$ cat src/hw/dvs_pkg.sv
`default_nettype none
package dvs_pkg;
  // ************************************************************
  // timing
  // ************************************************************
  localparam int unsigned CLK_MHZ        = 125;
  localparam int unsigned OL_TIMEOUT_US  = 10;
  localparam int unsigned ETO_TIMEOUT_US = 20;
  localparam int unsigned OL_CYCLES  = OL_TIMEOUT_US * CLK_MHZ;
  localparam int unsigned ETO_CYCLES = ETO_TIMEOUT_US * CLK_MHZ;
  localparam int unsigned TMR_W      = 16;
  // ************************************************************
  // controller register map (word index on a 4-bit address)
  // ************************************************************
  localparam logic [3:0] ADR_CMD    = 4'h0;
  localparam logic [3:0] ADR_GATE   = 4'h1;
  localparam logic [3:0] ADR_CFG    = 4'h2;
  localparam logic [3:0] ADR_DIAG   = 4'h3;
  localparam logic [3:0] ADR_CLEAR  = 4'h4;
  localparam logic [3:0] ADR_STATUS = 4'h5;
  // command bit positions
  localparam int CMD_BU   = 0;
  localparam int CMD_DO   = 1;
  localparam int CMD_LO   = 2;
  localparam int CMD_OC   = 3;
  localparam int CMD_OL   = 4;
  localparam int CMD_SRC  = 5;
  localparam int CMD_SNK  = 6;
  localparam int CMD_PH   = 7;
  localparam int CMD_W    = 8;
  // gate bits: ha, hb, la, lb
  localparam int GATE_W   = 4;
  // config bits: onstate enable, offstate disable, watchdog select
  localparam int CFG_AOL  = 0;
  localparam int CFG_DOO  = 1;
  localparam int CFG_EWD  = 2;
  localparam int CFG_W    = 3;
  // diag bit positions
  localparam int DG_BUA = 0;
  localparam int DG_BUB = 1;
  localparam int DG_HA  = 2;
  localparam int DG_HB  = 3;
  localparam int DG_LA  = 4;
  localparam int DG_LB  = 5;
  localparam int DG_LOV = 6;
  localparam int DG_OCA = 7;
  localparam int DG_OCB = 8;
  localparam int DG_OL  = 9;
  localparam int DG_ETO = 10;
  localparam int DIAG_W = 11;
  localparam logic [CMD_W-1:0]  CMD_RST  = 8'h00;
  localparam logic [DIAG_W-1:0] DIAG_RST = 11'h000;
endpackage
`default_nettype wire

$ cat src/hw/dvs_if.sv
`default_nettype none
interface dvs_if;
  import dvs_pkg::*;
  logic                wr;
  logic                rd;
  logic [3:0]          addr;
  logic [15:0]         wdata;
  logic [15:0]         rdata;
  logic                enable_pin;
  logic                fault_flag;
  modport device (input wr, rd, addr, wdata, enable_pin,
                  output rdata, fault_flag);
  modport host   (output wr, rd, addr, wdata, enable_pin,
                  input rdata, fault_flag);
endinterface
`default_nettype wire

$ cat src/hw/dvs_device.sv
`default_nettype none
module dvs_device
  import dvs_pkg::*;
(
  input  wire logic ref_clk,
  input  wire logic rst_b,
  dvs_if.device     bus,
  output logic      sense_force_full,
  output logic      sense_force_zero,
  output logic      test_res_src,
  output logic      test_res_snk,
  output logic      test_phase_b,
  output logic      gate_enabled
);
  // ************************************************************
  // registers
  // ************************************************************
  logic [CMD_W-1:0]  cmd_ff;
  logic [GATE_W-1:0] gate_ff;
  logic [CFG_W-1:0]  cfg_ff;
  logic [DIAG_W-1:0] diag_ff;
  logic [15:0]       rdata_ff;
  logic [TMR_W-1:0]  ol_tmr_ff;
  logic [TMR_W-1:0]  wd_tmr_ff;
  logic              wd_run_ff;
  logic              en_s1_ff;
  logic              en_s2_ff;
  logic              en_s3_ff;
  logic              gate_en_ff;
  logic              ol_verify_ff;

  // ************************************************************
  // decode
  // ************************************************************
  wire w_cmd   = bus.wr && (bus.addr == ADR_CMD);
  wire w_gate  = bus.wr && (bus.addr == ADR_GATE);
  wire w_cfg   = bus.wr && (bus.addr == ADR_CFG);
  wire w_clr   = bus.wr && (bus.addr == ADR_CLEAR);
  wire [CMD_W-1:0] cmd_wr = bus.wdata[CMD_W-1:0];
  wire gate_ha = gate_ff[0];
  wire gate_hb = gate_ff[1];
  wire low_gate_a = gate_ff[2];
  wire low_gate_b = gate_ff[3];
  wire any_gate   = |gate_ff;
  wire en_edge    = en_s2_ff ^ en_s3_ff;

  // open-load sequences: rising edge of a command restarts the timer
  wire [CMD_W-1:0] nxt_cmd_raw = w_cmd ? cmd_wr : cmd_ff;
  wire ol_any_now = cmd_ff[CMD_OL] | cmd_ff[CMD_SRC] | cmd_ff[CMD_SNK];
  wire ol_start = (nxt_cmd_raw[CMD_OL] & ~cmd_ff[CMD_OL])
                | (nxt_cmd_raw[CMD_SRC] & ~cmd_ff[CMD_SRC])
                | (nxt_cmd_raw[CMD_SNK] & ~cmd_ff[CMD_SNK]);
  wire onst_ok  = cmd_ff[CMD_OL] & cfg_ff[CFG_AOL]
                & (low_gate_a | low_gate_b);
  wire off_ok   = (cmd_ff[CMD_SRC] | cmd_ff[CMD_SNK])
                & ~cfg_ff[CFG_DOO] & ~any_gate;
  wire ol_done  = ol_verify_ff && (ol_tmr_ff == TMR_W'(OL_CYCLES - 1))
                && (onst_ok || off_ok);
  wire wd_done  = wd_run_ff && (wd_tmr_ff == TMR_W'(ETO_CYCLES - 1));

  // latch conditions
  wire set_bua = cmd_ff[CMD_BU] & gate_ha;
  wire set_bub = cmd_ff[CMD_BU] & gate_hb;
  wire set_ha  = cmd_ff[CMD_DO] & low_gate_a;
  wire set_hb  = cmd_ff[CMD_DO] & low_gate_b;
  wire set_la  = cmd_ff[CMD_DO] & gate_ha;
  wire set_lb  = cmd_ff[CMD_DO] & gate_hb;

  wire [DIAG_W-1:0] set_vec;
  assign set_vec[DG_BUA] = set_bua;
  assign set_vec[DG_BUB] = set_bub;
  assign set_vec[DG_HA]  = set_ha;
  assign set_vec[DG_HB]  = set_hb;
  assign set_vec[DG_LA]  = set_la;
  assign set_vec[DG_LB]  = set_lb;
  assign set_vec[DG_LOV] = cmd_ff[CMD_LO];
  assign set_vec[DG_OCA] = cmd_ff[CMD_OC];
  assign set_vec[DG_OCB] = cmd_ff[CMD_OC];
  assign set_vec[DG_OL]  = ol_done;
  assign set_vec[DG_ETO] = wd_done;

  // open-load bit cleared when any open-load command first rises
  wire [DIAG_W-1:0] clr_vec = (w_clr ? bus.wdata[DIAG_W-1:0] : '0)
                    | (ol_start ? (DIAG_W'(1) << DG_OL) : '0);
  // set wins over clear; bits held until cleared
  wire [DIAG_W-1:0] nxt_diag = (diag_ff & ~clr_vec) | set_vec;

  // self clear overrides a same-cycle host write to the bit
  wire self_clr = ol_done & (cmd_ff[CMD_SRC] | cmd_ff[CMD_SNK]);
  wire [CMD_W-1:0] self_mask =
    self_clr ? ((CMD_W'(1) << CMD_SRC) | (CMD_W'(1) << CMD_SNK)) : '0;
  wire [CMD_W-1:0] nxt_cmd = nxt_cmd_raw & ~self_mask;

  // ************************************************************
  // state
  // ************************************************************
  always_ff @(posedge ref_clk or negedge rst_b) begin
    if (!rst_b) begin
      cmd_ff  <= CMD_RST;
      gate_ff <= '0;
      cfg_ff  <= '0;
      diag_ff <= DIAG_RST;
    end else begin
      cmd_ff  <= nxt_cmd;
      gate_ff <= w_gate ? bus.wdata[GATE_W-1:0] : gate_ff;
      cfg_ff  <= w_cfg ? bus.wdata[CFG_W-1:0] : cfg_ff;
      diag_ff <= nxt_diag;
    end
  end

  // open-load timer; dropping the command early abandons it
  always_ff @(posedge ref_clk or negedge rst_b) begin
    if (!rst_b) begin
      ol_tmr_ff    <= '0;
      ol_verify_ff <= 1'b0;
    end else if (ol_start) begin
      ol_tmr_ff    <= '0;
      ol_verify_ff <= 1'b1;
    end else if (!ol_any_now || ol_done) begin
      ol_tmr_ff    <= '0;
      ol_verify_ff <= 1'b0;
    end else begin
      ol_tmr_ff    <= ol_tmr_ff + TMR_W'(1);
    end
  end

  // enable pin arrives from outside: two flops before use
  always_ff @(posedge ref_clk or negedge rst_b) begin
    if (!rst_b) begin
      en_s1_ff <= 1'b0;
      en_s2_ff <= 1'b0;
      en_s3_ff <= 1'b0;
    end else begin
      en_s1_ff <= bus.enable_pin;
      en_s2_ff <= en_s1_ff;
      en_s3_ff <= en_s2_ff;
    end
  end

  // watchdog: an enable change restarts it, held level lets it expire
  always_ff @(posedge ref_clk or negedge rst_b) begin
    if (!rst_b) begin
      wd_tmr_ff  <= '0;
      wd_run_ff  <= 1'b0;
      gate_en_ff <= 1'b0;
    end else if (cfg_ff[CFG_EWD] && en_edge) begin
      wd_tmr_ff  <= '0;
      wd_run_ff  <= 1'b1;
      gate_en_ff <= 1'b1;
    end else if (!cfg_ff[CFG_EWD] || wd_done) begin
      wd_tmr_ff  <= '0;
      wd_run_ff  <= 1'b0;
      gate_en_ff <= cfg_ff[CFG_EWD] ? 1'b0 : en_s2_ff;
    end else if (wd_run_ff) begin
      wd_tmr_ff  <= wd_tmr_ff + TMR_W'(1);
    end
  end

  // ************************************************************
  // readback
  // ************************************************************
  always_ff @(posedge ref_clk or negedge rst_b) begin
    if (!rst_b) begin
      rdata_ff <= 16'h0000;
    end else if (bus.rd) begin
      unique case (bus.addr)
        ADR_CMD:    rdata_ff <= 16'(cmd_ff);
        ADR_GATE:   rdata_ff <= 16'(gate_ff);
        ADR_CFG:    rdata_ff <= 16'(cfg_ff);
        ADR_DIAG:   rdata_ff <= 16'(diag_ff);
        ADR_STATUS: rdata_ff <= 16'({ol_verify_ff, wd_run_ff});
        default:    rdata_ff <= 16'h0000;
      endcase
    end
  end
  assign bus.rdata = rdata_ff;

  // general flag while a bootstrap verify has a high gate on or a vds verify has any gate on, or whenever LO or OC is commanded
  assign bus.fault_flag = any_gate & (set_bua | set_bub | set_ha
                        | set_hb | set_la | set_lb)
                        | cmd_ff[CMD_LO] | cmd_ff[CMD_OC];
  assign sense_force_full = cmd_ff[CMD_OC];
  assign sense_force_zero = cmd_ff[CMD_OL];
  assign test_res_src = cmd_ff[CMD_SRC];
  assign test_res_snk = cmd_ff[CMD_SNK];
  assign test_phase_b = cmd_ff[CMD_PH];
  assign gate_enabled = gate_en_ff;
endmodule
`default_nettype wire

$ cat src/flat_wrapper.sv
// flat-port wrapper written by rule: the top's interface ports become plain ports
module dvs_device_flat import dvs_pkg::*;
  (ref_clk, rst_b, sense_force_full, sense_force_zero, test_res_src, test_res_snk, test_phase_b, gate_enabled, bus_wr, bus_rd, bus_addr, bus_wdata, bus_enable_pin, bus_rdata, bus_fault_flag);
  dvs_if bus_i ();
  input  wire logic ref_clk;
  input  wire logic rst_b;
  output logic sense_force_full;
  output logic sense_force_zero;
  output logic test_res_src;
  output logic test_res_snk;
  output logic test_phase_b;
  output logic gate_enabled;
  input wire logic [$bits(bus_i.wr)-1:0] bus_wr;
  input wire logic [$bits(bus_i.rd)-1:0] bus_rd;
  input wire logic [$bits(bus_i.addr)-1:0] bus_addr;
  input wire logic [$bits(bus_i.wdata)-1:0] bus_wdata;
  input wire logic [$bits(bus_i.enable_pin)-1:0] bus_enable_pin;
  output wire logic [$bits(bus_i.rdata)-1:0] bus_rdata;
  output wire logic [$bits(bus_i.fault_flag)-1:0] bus_fault_flag;
  assign bus_i.wr = bus_wr;
  assign bus_i.rd = bus_rd;
  assign bus_i.addr = bus_addr;
  assign bus_i.wdata = bus_wdata;
  assign bus_i.enable_pin = bus_enable_pin;
  assign bus_rdata = bus_i.rdata;
  assign bus_fault_flag = bus_i.fault_flag;
  dvs_device u_core (.ref_clk(ref_clk), .rst_b(rst_b), .bus(bus_i), .sense_force_full(sense_force_full), .sense_force_zero(sense_force_zero), .test_res_src(test_res_src), .test_res_snk(test_res_snk), .test_phase_b(test_phase_b), .gate_enabled(gate_enabled));
endmodule
$ cat config.mk
export PLATFORM = sky130hd
export DESIGN_NAME = dvs_device_flat
export DESIGN_NICKNAME = d
export VERILOG_FILES = /design/src/hw/dvs_pkg.sv /design/src/hw/dvs_if.sv /design/src/hw/dvs_device.sv /design/src/flat_wrapper.sv
export SDC_FILE = /design/constraint.sdc
export NUM_CORES = 1
export LEC_CHECK = 0
export ABC_CLOCK_PERIOD_IN_PS = 4800
export BUFFER_PORTS_ARGS = -buffer_cell sky130_fd_sc_hd__buf_2
export CORE_MARGIN = 4
export CORE_UTILIZATION = 62
export CTS_CLUSTER_SIZE = 16
export DETAILED_ROUTE_END_ITERATION = 10
export GPL_TIMING_DRIVEN = 0
export PLACE_DENSITY_LB_ADDON = 0.1
export SYNTH_ARGS = -nofsm -noshare
export SYNTH_HDL_FRONTEND = slang
export SYNTH_SLANG_ARGS = --single-unit
export TNS_END_PERCENT = 10
$ cat constraint.sdc
create_clock -name ref_clk -period 4.8 [get_ports ref_clk]
set_input_delay 0.24 -clock ref_clk [delete_from_list [all_inputs] [get_ports ref_clk]]
set_output_delay 0.24 -clock ref_clk [all_outputs]
set_load 0.05 [all_outputs]
==> results.md, run 1 <==
- CTS Root Buffer Type: clkbuf_8
- Max Clock Freq: 446 MHz
- Worst Hold Class: in2reg
- Slew Limit Fails: 0
- Worst setup path start: u_core.gate_ff[2]
- Area growth syn-to-layout: 16.2%
- Pin count of the biggest net entering global routing: 51
- P per Cell Area: 410 mW/mm2
- R2r endpoint: u_core.wd_tmr_ff[11]
- Final Power: 1730 uW
- CTS sink count: 75
- Area of placed instances: 0.00396 mm2
- Total CTS buffers: 9
- Worst-path fanout max: 5
- Fill cells: 404
- Hold path cells: 3
- Top FF cell, synth: dfrtp_1
- CTS tree: done
- Starting density of the core: 0.648
- First-pass GRT wire length: 14,000 um
- Leak: 0.00185 uW
- Max-Cap Viols: 0
- Io pins: 48
- Syn_area_per_cell: 10.1 um2
- Final Net Count: 444
- Post-synth EDFFs: 0
- Commonest cells after routing, fill and taps aside: 75 x dfrtp_1, 48 x nand2_1, 41 x buf_2
- Buf+Inv Stages, Crit Path: 1
- Number of antenna violations at the first check in global routing: 0
- Antenna Nets Post-Route: 0
- Async S/R FF share, synth: 1.00
- Vias in the first global route: 2,994
- Synthesized area: 0.00363 mm2
- Clock period minus final worst setup slack: 2.24 ns
- Post-Layout Cell Count: 492
- GRT overflow: 0
- Setup crit end kind: output pin
- Worst vdd ir: 0.000315 V
- Slowest cell on crit path: or4_1
- Clk slew on worst S/H paths: 0.08 ns
- Commonest non-fill, non-tap cell in the layout: dfrtp_1
- Clk_lat worst skew: 0.35 ns
- Max Buffers Root-to-Sink: 2
- Warnings, synthesis: 0
- WP data required: 4.56 ns
- Die Span Y: 84.6 um
- Core Region: 0.00561 mm2
- Post_cts resized: 0
- Worst Hold End: u_core.cmd_ff[7]
- Clock skew: 0.0116 ns
- Hold Vio Cnt, Final: 0
- Drt drc: 0
- Yosys cell types: 52
- H-tree Lvls: 3
- Setup CP Type: reg2out
- FP Rows: 27
- Placed cell count: 475
- Worst slew pin tran: 0.603 ns
- Post-Route WL: 7960 um
- Ant. Diodes: 0
- Slew margin rel.: 0.597
- Setup-failing EPs final: 0
- Port bufs: 37
- Startpoint types: flop
- Period utilization: 0.467
- DRT Pass-1 Iters: 4
- Vias: 2,908
- Die Wd: 84.6 um
- CP max stage delay: 0.58 ns
- Dpl hpwl: 5760 um
- DIE AREA: 0.00715 mm2
- Worst reg-to-reg setup slack: 2.74 ns
- Arr. time, crit path: 2.00 ns
- Cells after Synth: 361
- Hold path startpoint: bus_wdata[7]
- GPL Wtd Cong: 0.794
- CP Cell Sequence: or4_1, a2111o_1, buf_2
- Worst reg-to-reg path cell count: 6
- Reg-to-Reg Start: u_core.wd_tmr_ff[2]
- Design area: 0.00422 mm2
- DRT iter0 DRCs: 186
- Routed vias/inst: 5.91
- RSZ-0062 raised after global routing: no
- Register area share after synthesis: 0.516
- Total GRT Usage: 0.244
- Status: complete, no violations
- Flops & latches, synth: 75
- Family with the most delay on the worst path: simple AND/OR/NAND/NOR gates
- Setup TNS: 0 ns
- Drt wl/cell: 16.2 um
- Share of cells above drive strength 1: 0.183
==> metal layers <==
layer	global-route usage	wire (um)	up-vias
met2	0.387	3930	69
li1	-	-	1386
met4	0.109	151	0
met1	0.333	3580	1438
met3	0.0383	304	15
met5	0	0	-
==> worst min-delay path: stages <==
cell and delay [ns]:
buf_2 0.08, nand2_1 0.04, nand2_1 0.05
==> state kept, by name, summed over array words and instances (netlist names), 3 cells and up <==
name	cells
u_core.wd_tmr_ff	16
u_core.diag_ff	11
u_core.gate_ff	4
u_core.ol_tmr_ff	16
u_core.cfg_ff	3
u_core.cmd_ff	8
u_core.bus.rdata	11
==> worst max path at each step <==
stage                      endpoint  slack [ns]  cells after the start
2_1_floorplan        bus_fault_flag        3.00                      2
3_5_place_dp   u_core.ol_tmr_ff[11]        2.61                      6
5_1_grt         u_core.wd_tmr_ff[3]        2.47                      6
3_3_place_gp    u_core.ol_tmr_ff[7]        2.63                      6
4_1_cts              bus_fault_flag        2.55                      3
6_report             bus_fault_flag        2.56                      3
==> repair_timing <==
item	CTS	global route
setup buffers	0	0
hold buffers	2	0
hold endpoints to repair	26	0
==> power by group <==
part	switching, uW	internal [uW]	leakage [uW]
clock network	226	371	0.000122
registers	82.9	712	0.000961
logic	209	129	0.000769
total	518	1210	0.00185
==> area by class of cell <==
| type | instances | area [um2] | share of cell area |
|---|---|---|---|
| Buffer | 17 | 88.8 | 0.0210 |
| Clock buffer | 11 | 151 | 0.0358 |
| Clock inverter | 4 | 97.6 | 0.0231 |
| Inverter | 17 | 63.8 | 0.0151 |
| Multi-Input combinational cell | 256 | 1620 | 0.384 |
| Sequential cell | 75 | 1880 | 0.444 |
| Tap cell | 72 | 90.1 | 0.0213 |
| Timing Repair Buffer | 40 | 235 | 0.0557 |
==> cells in the mapped netlist (5+ instances only) <==
cell / n / share of area
dfrtp_1: 75 / 0.52
nand2_1: 48 / 0.050
nor2_1: 24 / 0.025
inv_1: 17 / 0.018
nor3_1: 17 / 0.023
xnor2_1: 15 / 0.036
nand3_1: 11 / 0.015
xor2_1: 11 / 0.027
mux2_2: 9 / 0.028
nand4_1: 9 / 0.015
nor4_1: 9 / 0.015
o21ai_0: 9 / 0.012
and3_1: 8 / 0.014
clkbuf_1: 7 / 0.0072
o22ai_1: 7 / 0.012
a22o_1: 6 / 0.014
a22oi_1: 6 / 0.012
a21oi_1: 5 / 0.0069
buf_2: 5 / 0.0069
buf_4: 5 / 0.010
==> metrics by stage <==
step / util / setup slack [ns] / hold WS (ns)
finish: 0.753 / 2.56 / 0.114
global route: 0.753 / 2.47 / 0.110
CTS: 0.753 / 2.55 / 0.105
detailed placement: 0.705 / 2.61 / 0.177
global placement: 0.700 / 2.63 / 0.340
floorplan: - / 3.00 / -0.0556
==> cells by family (layout without fill, tap and decap cells) <==
family | Yosys count | count (layout) | share of synthesized area
AO/OA/AOI/OAI | 58 | 58 | 0.113
multiplexers | 12 | 12 | 0.0396
buffers and inverters | 34 | 89 | 0.0420
other | 1 | 5 | 0.00103
flip-flops | 75 | 75 | 0.516
XOR/XNOR | 26 | 26 | 0.0627
AND/OR/NAND/NOR | 152 | 152 | 0.215
adder cells (fa/ha/maj) | 3 | 3 | 0.0103
Note: power is estimated with default switching activity, not from simulation.
==> inputs of run 2 (changes only) <==
--- a/config.mk
+++ b/config.mk
@@ -5,10 +5,10 @@
 export SDC_FILE = /design/constraint.sdc
 export NUM_CORES = 1
 export LEC_CHECK = 0
-export ABC_CLOCK_PERIOD_IN_PS = 4800
+export ABC_CLOCK_PERIOD_IN_PS = 1800
 export BUFFER_PORTS_ARGS = -buffer_cell sky130_fd_sc_hd__buf_2
 export CORE_MARGIN = 4
-export CORE_UTILIZATION = 62
+export CORE_UTILIZATION = 52
 export CTS_CLUSTER_SIZE = 16
 export DETAILED_ROUTE_END_ITERATION = 10
 export GPL_TIMING_DRIVEN = 0
==> constraint.sdc (replaced) <==
create_clock -name ref_clk -period 1.8 [get_ports ref_clk]
set_input_delay 0.09 -clock ref_clk [delete_from_list [all_inputs] [get_ports ref_clk]]
set_output_delay 0.09 -clock ref_clk [all_outputs]
set_load 0.05 [all_outputs]
==> run 2 against run 1 <==
Compared with the run above: the run now ends with negative setup slack left; cell count up 7.9%; sequential share of layout area down 2.9 points; sequential power rose to 2.7 times the previous value; largest power group unchanged; highest routed layer unchanged.
==> results.md, run 2 (same netlist as run 1, synthesis figures left out) <==
- Worst setup path start: u_core.gate_ff[3]
- Max Clock Freq: 505 MHz
- CP Cell Sequence: or4_4, a2111o_1, buf_6
- Largest regs: u_core.ol_tmr_ff x16, u_core.wd_tmr_ff x16
- Clock period minus final worst setup slack: 1.98 ns
- Io pins: 48 (unchanged)
- Port bufs: 37 (unchanged)
- Clk slew on worst S/H paths: 0.08 ns (about the same)
- Vias in the first global route: 2,984 (-0.33%)
- Hold path startpoint: bus_wdata[6]
- Worst-path fanout max: 4 (-1)
- P per Cell Area: 1070 mW/mm2 (+160%)
- First-pass GRT wire length: 14,800 um (+5.4%)
- Leak: 0.00196 uW (+5.9%)
- Post-route setup slack: -0.179 ns (-2.74 ns)
- GRT overflow: 0 (unchanged)
- Setup TNS: -0.210 ns (-0.210 ns)
- Reg-to-Reg Start: u_core.gate_ff[3]
- Drt drc: 0 (unchanged)
- Antenna Nets Post-Route: 0 (unchanged)
- WP data required: 1.71 ns (-2.85 ns)
- Pin count of the biggest net entering global routing: 52 (+2.0%)
- Startpoint types: flop
- Period utilization: 1.10
- Max-Cap Viols: 0 (unchanged)
- H-tree Lvls: 3 (unchanged)
- Slew Limit Fails: 0 (unchanged)
- Die Wd: 91.6 um (+8.3%)
- Slew margin rel.: 0.588 (-0.00901)
- Family with the most delay on the worst path: simple AND/OR/NAND/NOR gates
- GPL Wtd Cong: 0.787 (-0.84%)
- Worst vdd ir: 0.000607 V (+93%)
- Die Span Y: 91.6 um (+8.3%)
- CTS sink count: 75 (unchanged)
- Routed vias/inst: 5.55 (-6.1%)
- CP max stage delay: 0.55 ns (-0.03 ns)
- Failing checks: negative setup slack
- DIE AREA: 0.00839 mm2 (+17%)
- Arr. time, crit path: 1.89 ns (-0.11 ns)
- Total GRT Usage: 0.221 (-0.0228)
- Worst Hold Class: in2reg
- Hold Vio Cnt, Final: 0 (unchanged)
- Post-Route WL: 8540 um (+7.2%)
- Setup CP Type: reg2out
- Vias: 2,946 (+1.3%)
- Area growth syn-to-layout: 24.9%
- Starting density of the core: 0.535 (-0.113)
- Number of antenna violations at the first check in global routing: 0 (unchanged)
- Share of cells above drive strength 1: 0.248 (+0.0649)
- Max Buffers Root-to-Sink: 2 (unchanged)
- DRT Pass-1 Iters: 4 (unchanged)
- RSZ-0062 raised after global routing: yes
- Commonest non-fill, non-tap cell in the layout: dfrtp_1
- Setup-failing EPs final: 5 (+5)
- Drt wl/cell: 16.1 um (-0.65%)
- Ant. Diodes: 0 (unchanged)
- CTS Root Buffer Type: clkbuf_8
- Slowest cell on crit path: or4_4
- Layout Utilization: 0.668 (-0.0853)
- Clock skew: 0.00704 ns (-0.00459 ns)
- Worst slew pin tran: 0.616 ns (+0.0135 ns)
- Dpl hpwl: 5830 um (+1.2%)
- Core Region: 0.00679 mm2 (+21%)
- DRT iter0 DRCs: 173 (-7.0%)
- Fill cells: 553 (+37%)
- FP Rows: 30 (+11%)
- Total CTS buffers: 9 (unchanged)
- Buf+Inv Stages, Crit Path: 1 (unchanged)
- CTS tree: done
- Final Net Count: 458 (+3.2%)
- Commonest cells after routing, fill and taps aside: 69 x dfrtp_1, 48 x nand2_1, 35 x buf_2
- Clk_lat worst skew: 0.34 ns (about the same)
- Status: finished with violations
- Setup crit end kind: output pin
-- run 2: changes by cell type in the layout (fill, tap and decap cells not counted), sizes merged --
cell	previous run	this run
inv	17	18
bufinv	3	4
buf	48	54
clkbuf	18	17
dlygate4sd3	2	10
-- run 2: power breakdown --
| group | total, uW | switching [uW] | internal [uW] |
|---|---|---|---|
| clock network | 1710 | 640 | 1070 |
| logic | 1020 | 603 | 419 |
| registers | 2120 | 222 | 1900 |
-- run 2: path summary, 6_finish.rpt --
check / slack, ns / to / cells past startpoint
worst max-delay path: -0.18 / bus_fault_flag / 3
worst min-delay path: 0.02 / u_core.cmd_ff[6] / 3
worst max register to register: -0.01 / u_core.cmd_ff[6] / 5
worst min register to register: 0.36 / u_core.en_s2_ff / 0
max in group asynchronous: 1.03 / u_core.gate_ff[1] / 3
min in group asynchronous: 0.20 / u_core.wd_tmr_ff[9] / 2
-- run 2: worst min-delay path: stages --
cell     delay, ns
buf_2         0.11
nand2_1       0.05
o32ai_1       0.06
-- run 2: layout make-up --
class / instances / area, um2 / share of cell area
Tap cell: 96 / 120 / 0.0265
Clock inverter: 6 / 136 / 0.0301
Inverter: 17 / 63.8 / 0.0141
Sequential cell: 75 / 1880 / 0.415
Buffer: 17 / 115 / 0.0254
Timing Repair Buffer: 54 / 367 / 0.0808
Clock buffer: 10 / 128 / 0.0281
Multi-Input combinational cell: 256 / 1720 / 0.380
-- run 2: through the flow --
step / power [uW] / hold slack, ns / instances / worst slack [ns] / instance area (um2)
after floorplan: 2760 / -0.206 / 365 / 0.00194 / 3650
after global placement: 3020 / 0.199 / 498 / -0.299 / 3960
after detailed placement: 3050 / 0.0279 / 499 / -0.284 / 3990
after CTS: 4820 / 0.0129 / 526 / -0.221 / 4410
after global routing: 5090 / 0.0249 / 531 / -0.213 / 4540
final: 4850 / 0.0213 / 531 / -0.179 / 4540
-- run 2: timing repair --
action | in CTS | in global routing
endpoints found under the hold margin | 34 | 0
setup buffers | 1 | 4
setup endpoints to repair | 37 | 37
pin swaps | 4 | 4
hold buffers | 10 | 0
resized for setup | 14 | 26
cloned | 0 | 1
-- run 2: layer usage --
layer  part of all wire  track usage
met5                  0            0
met4              0.013       0.0930
met3              0.034       0.0340
met2               0.50        0.339
met1               0.46        0.313
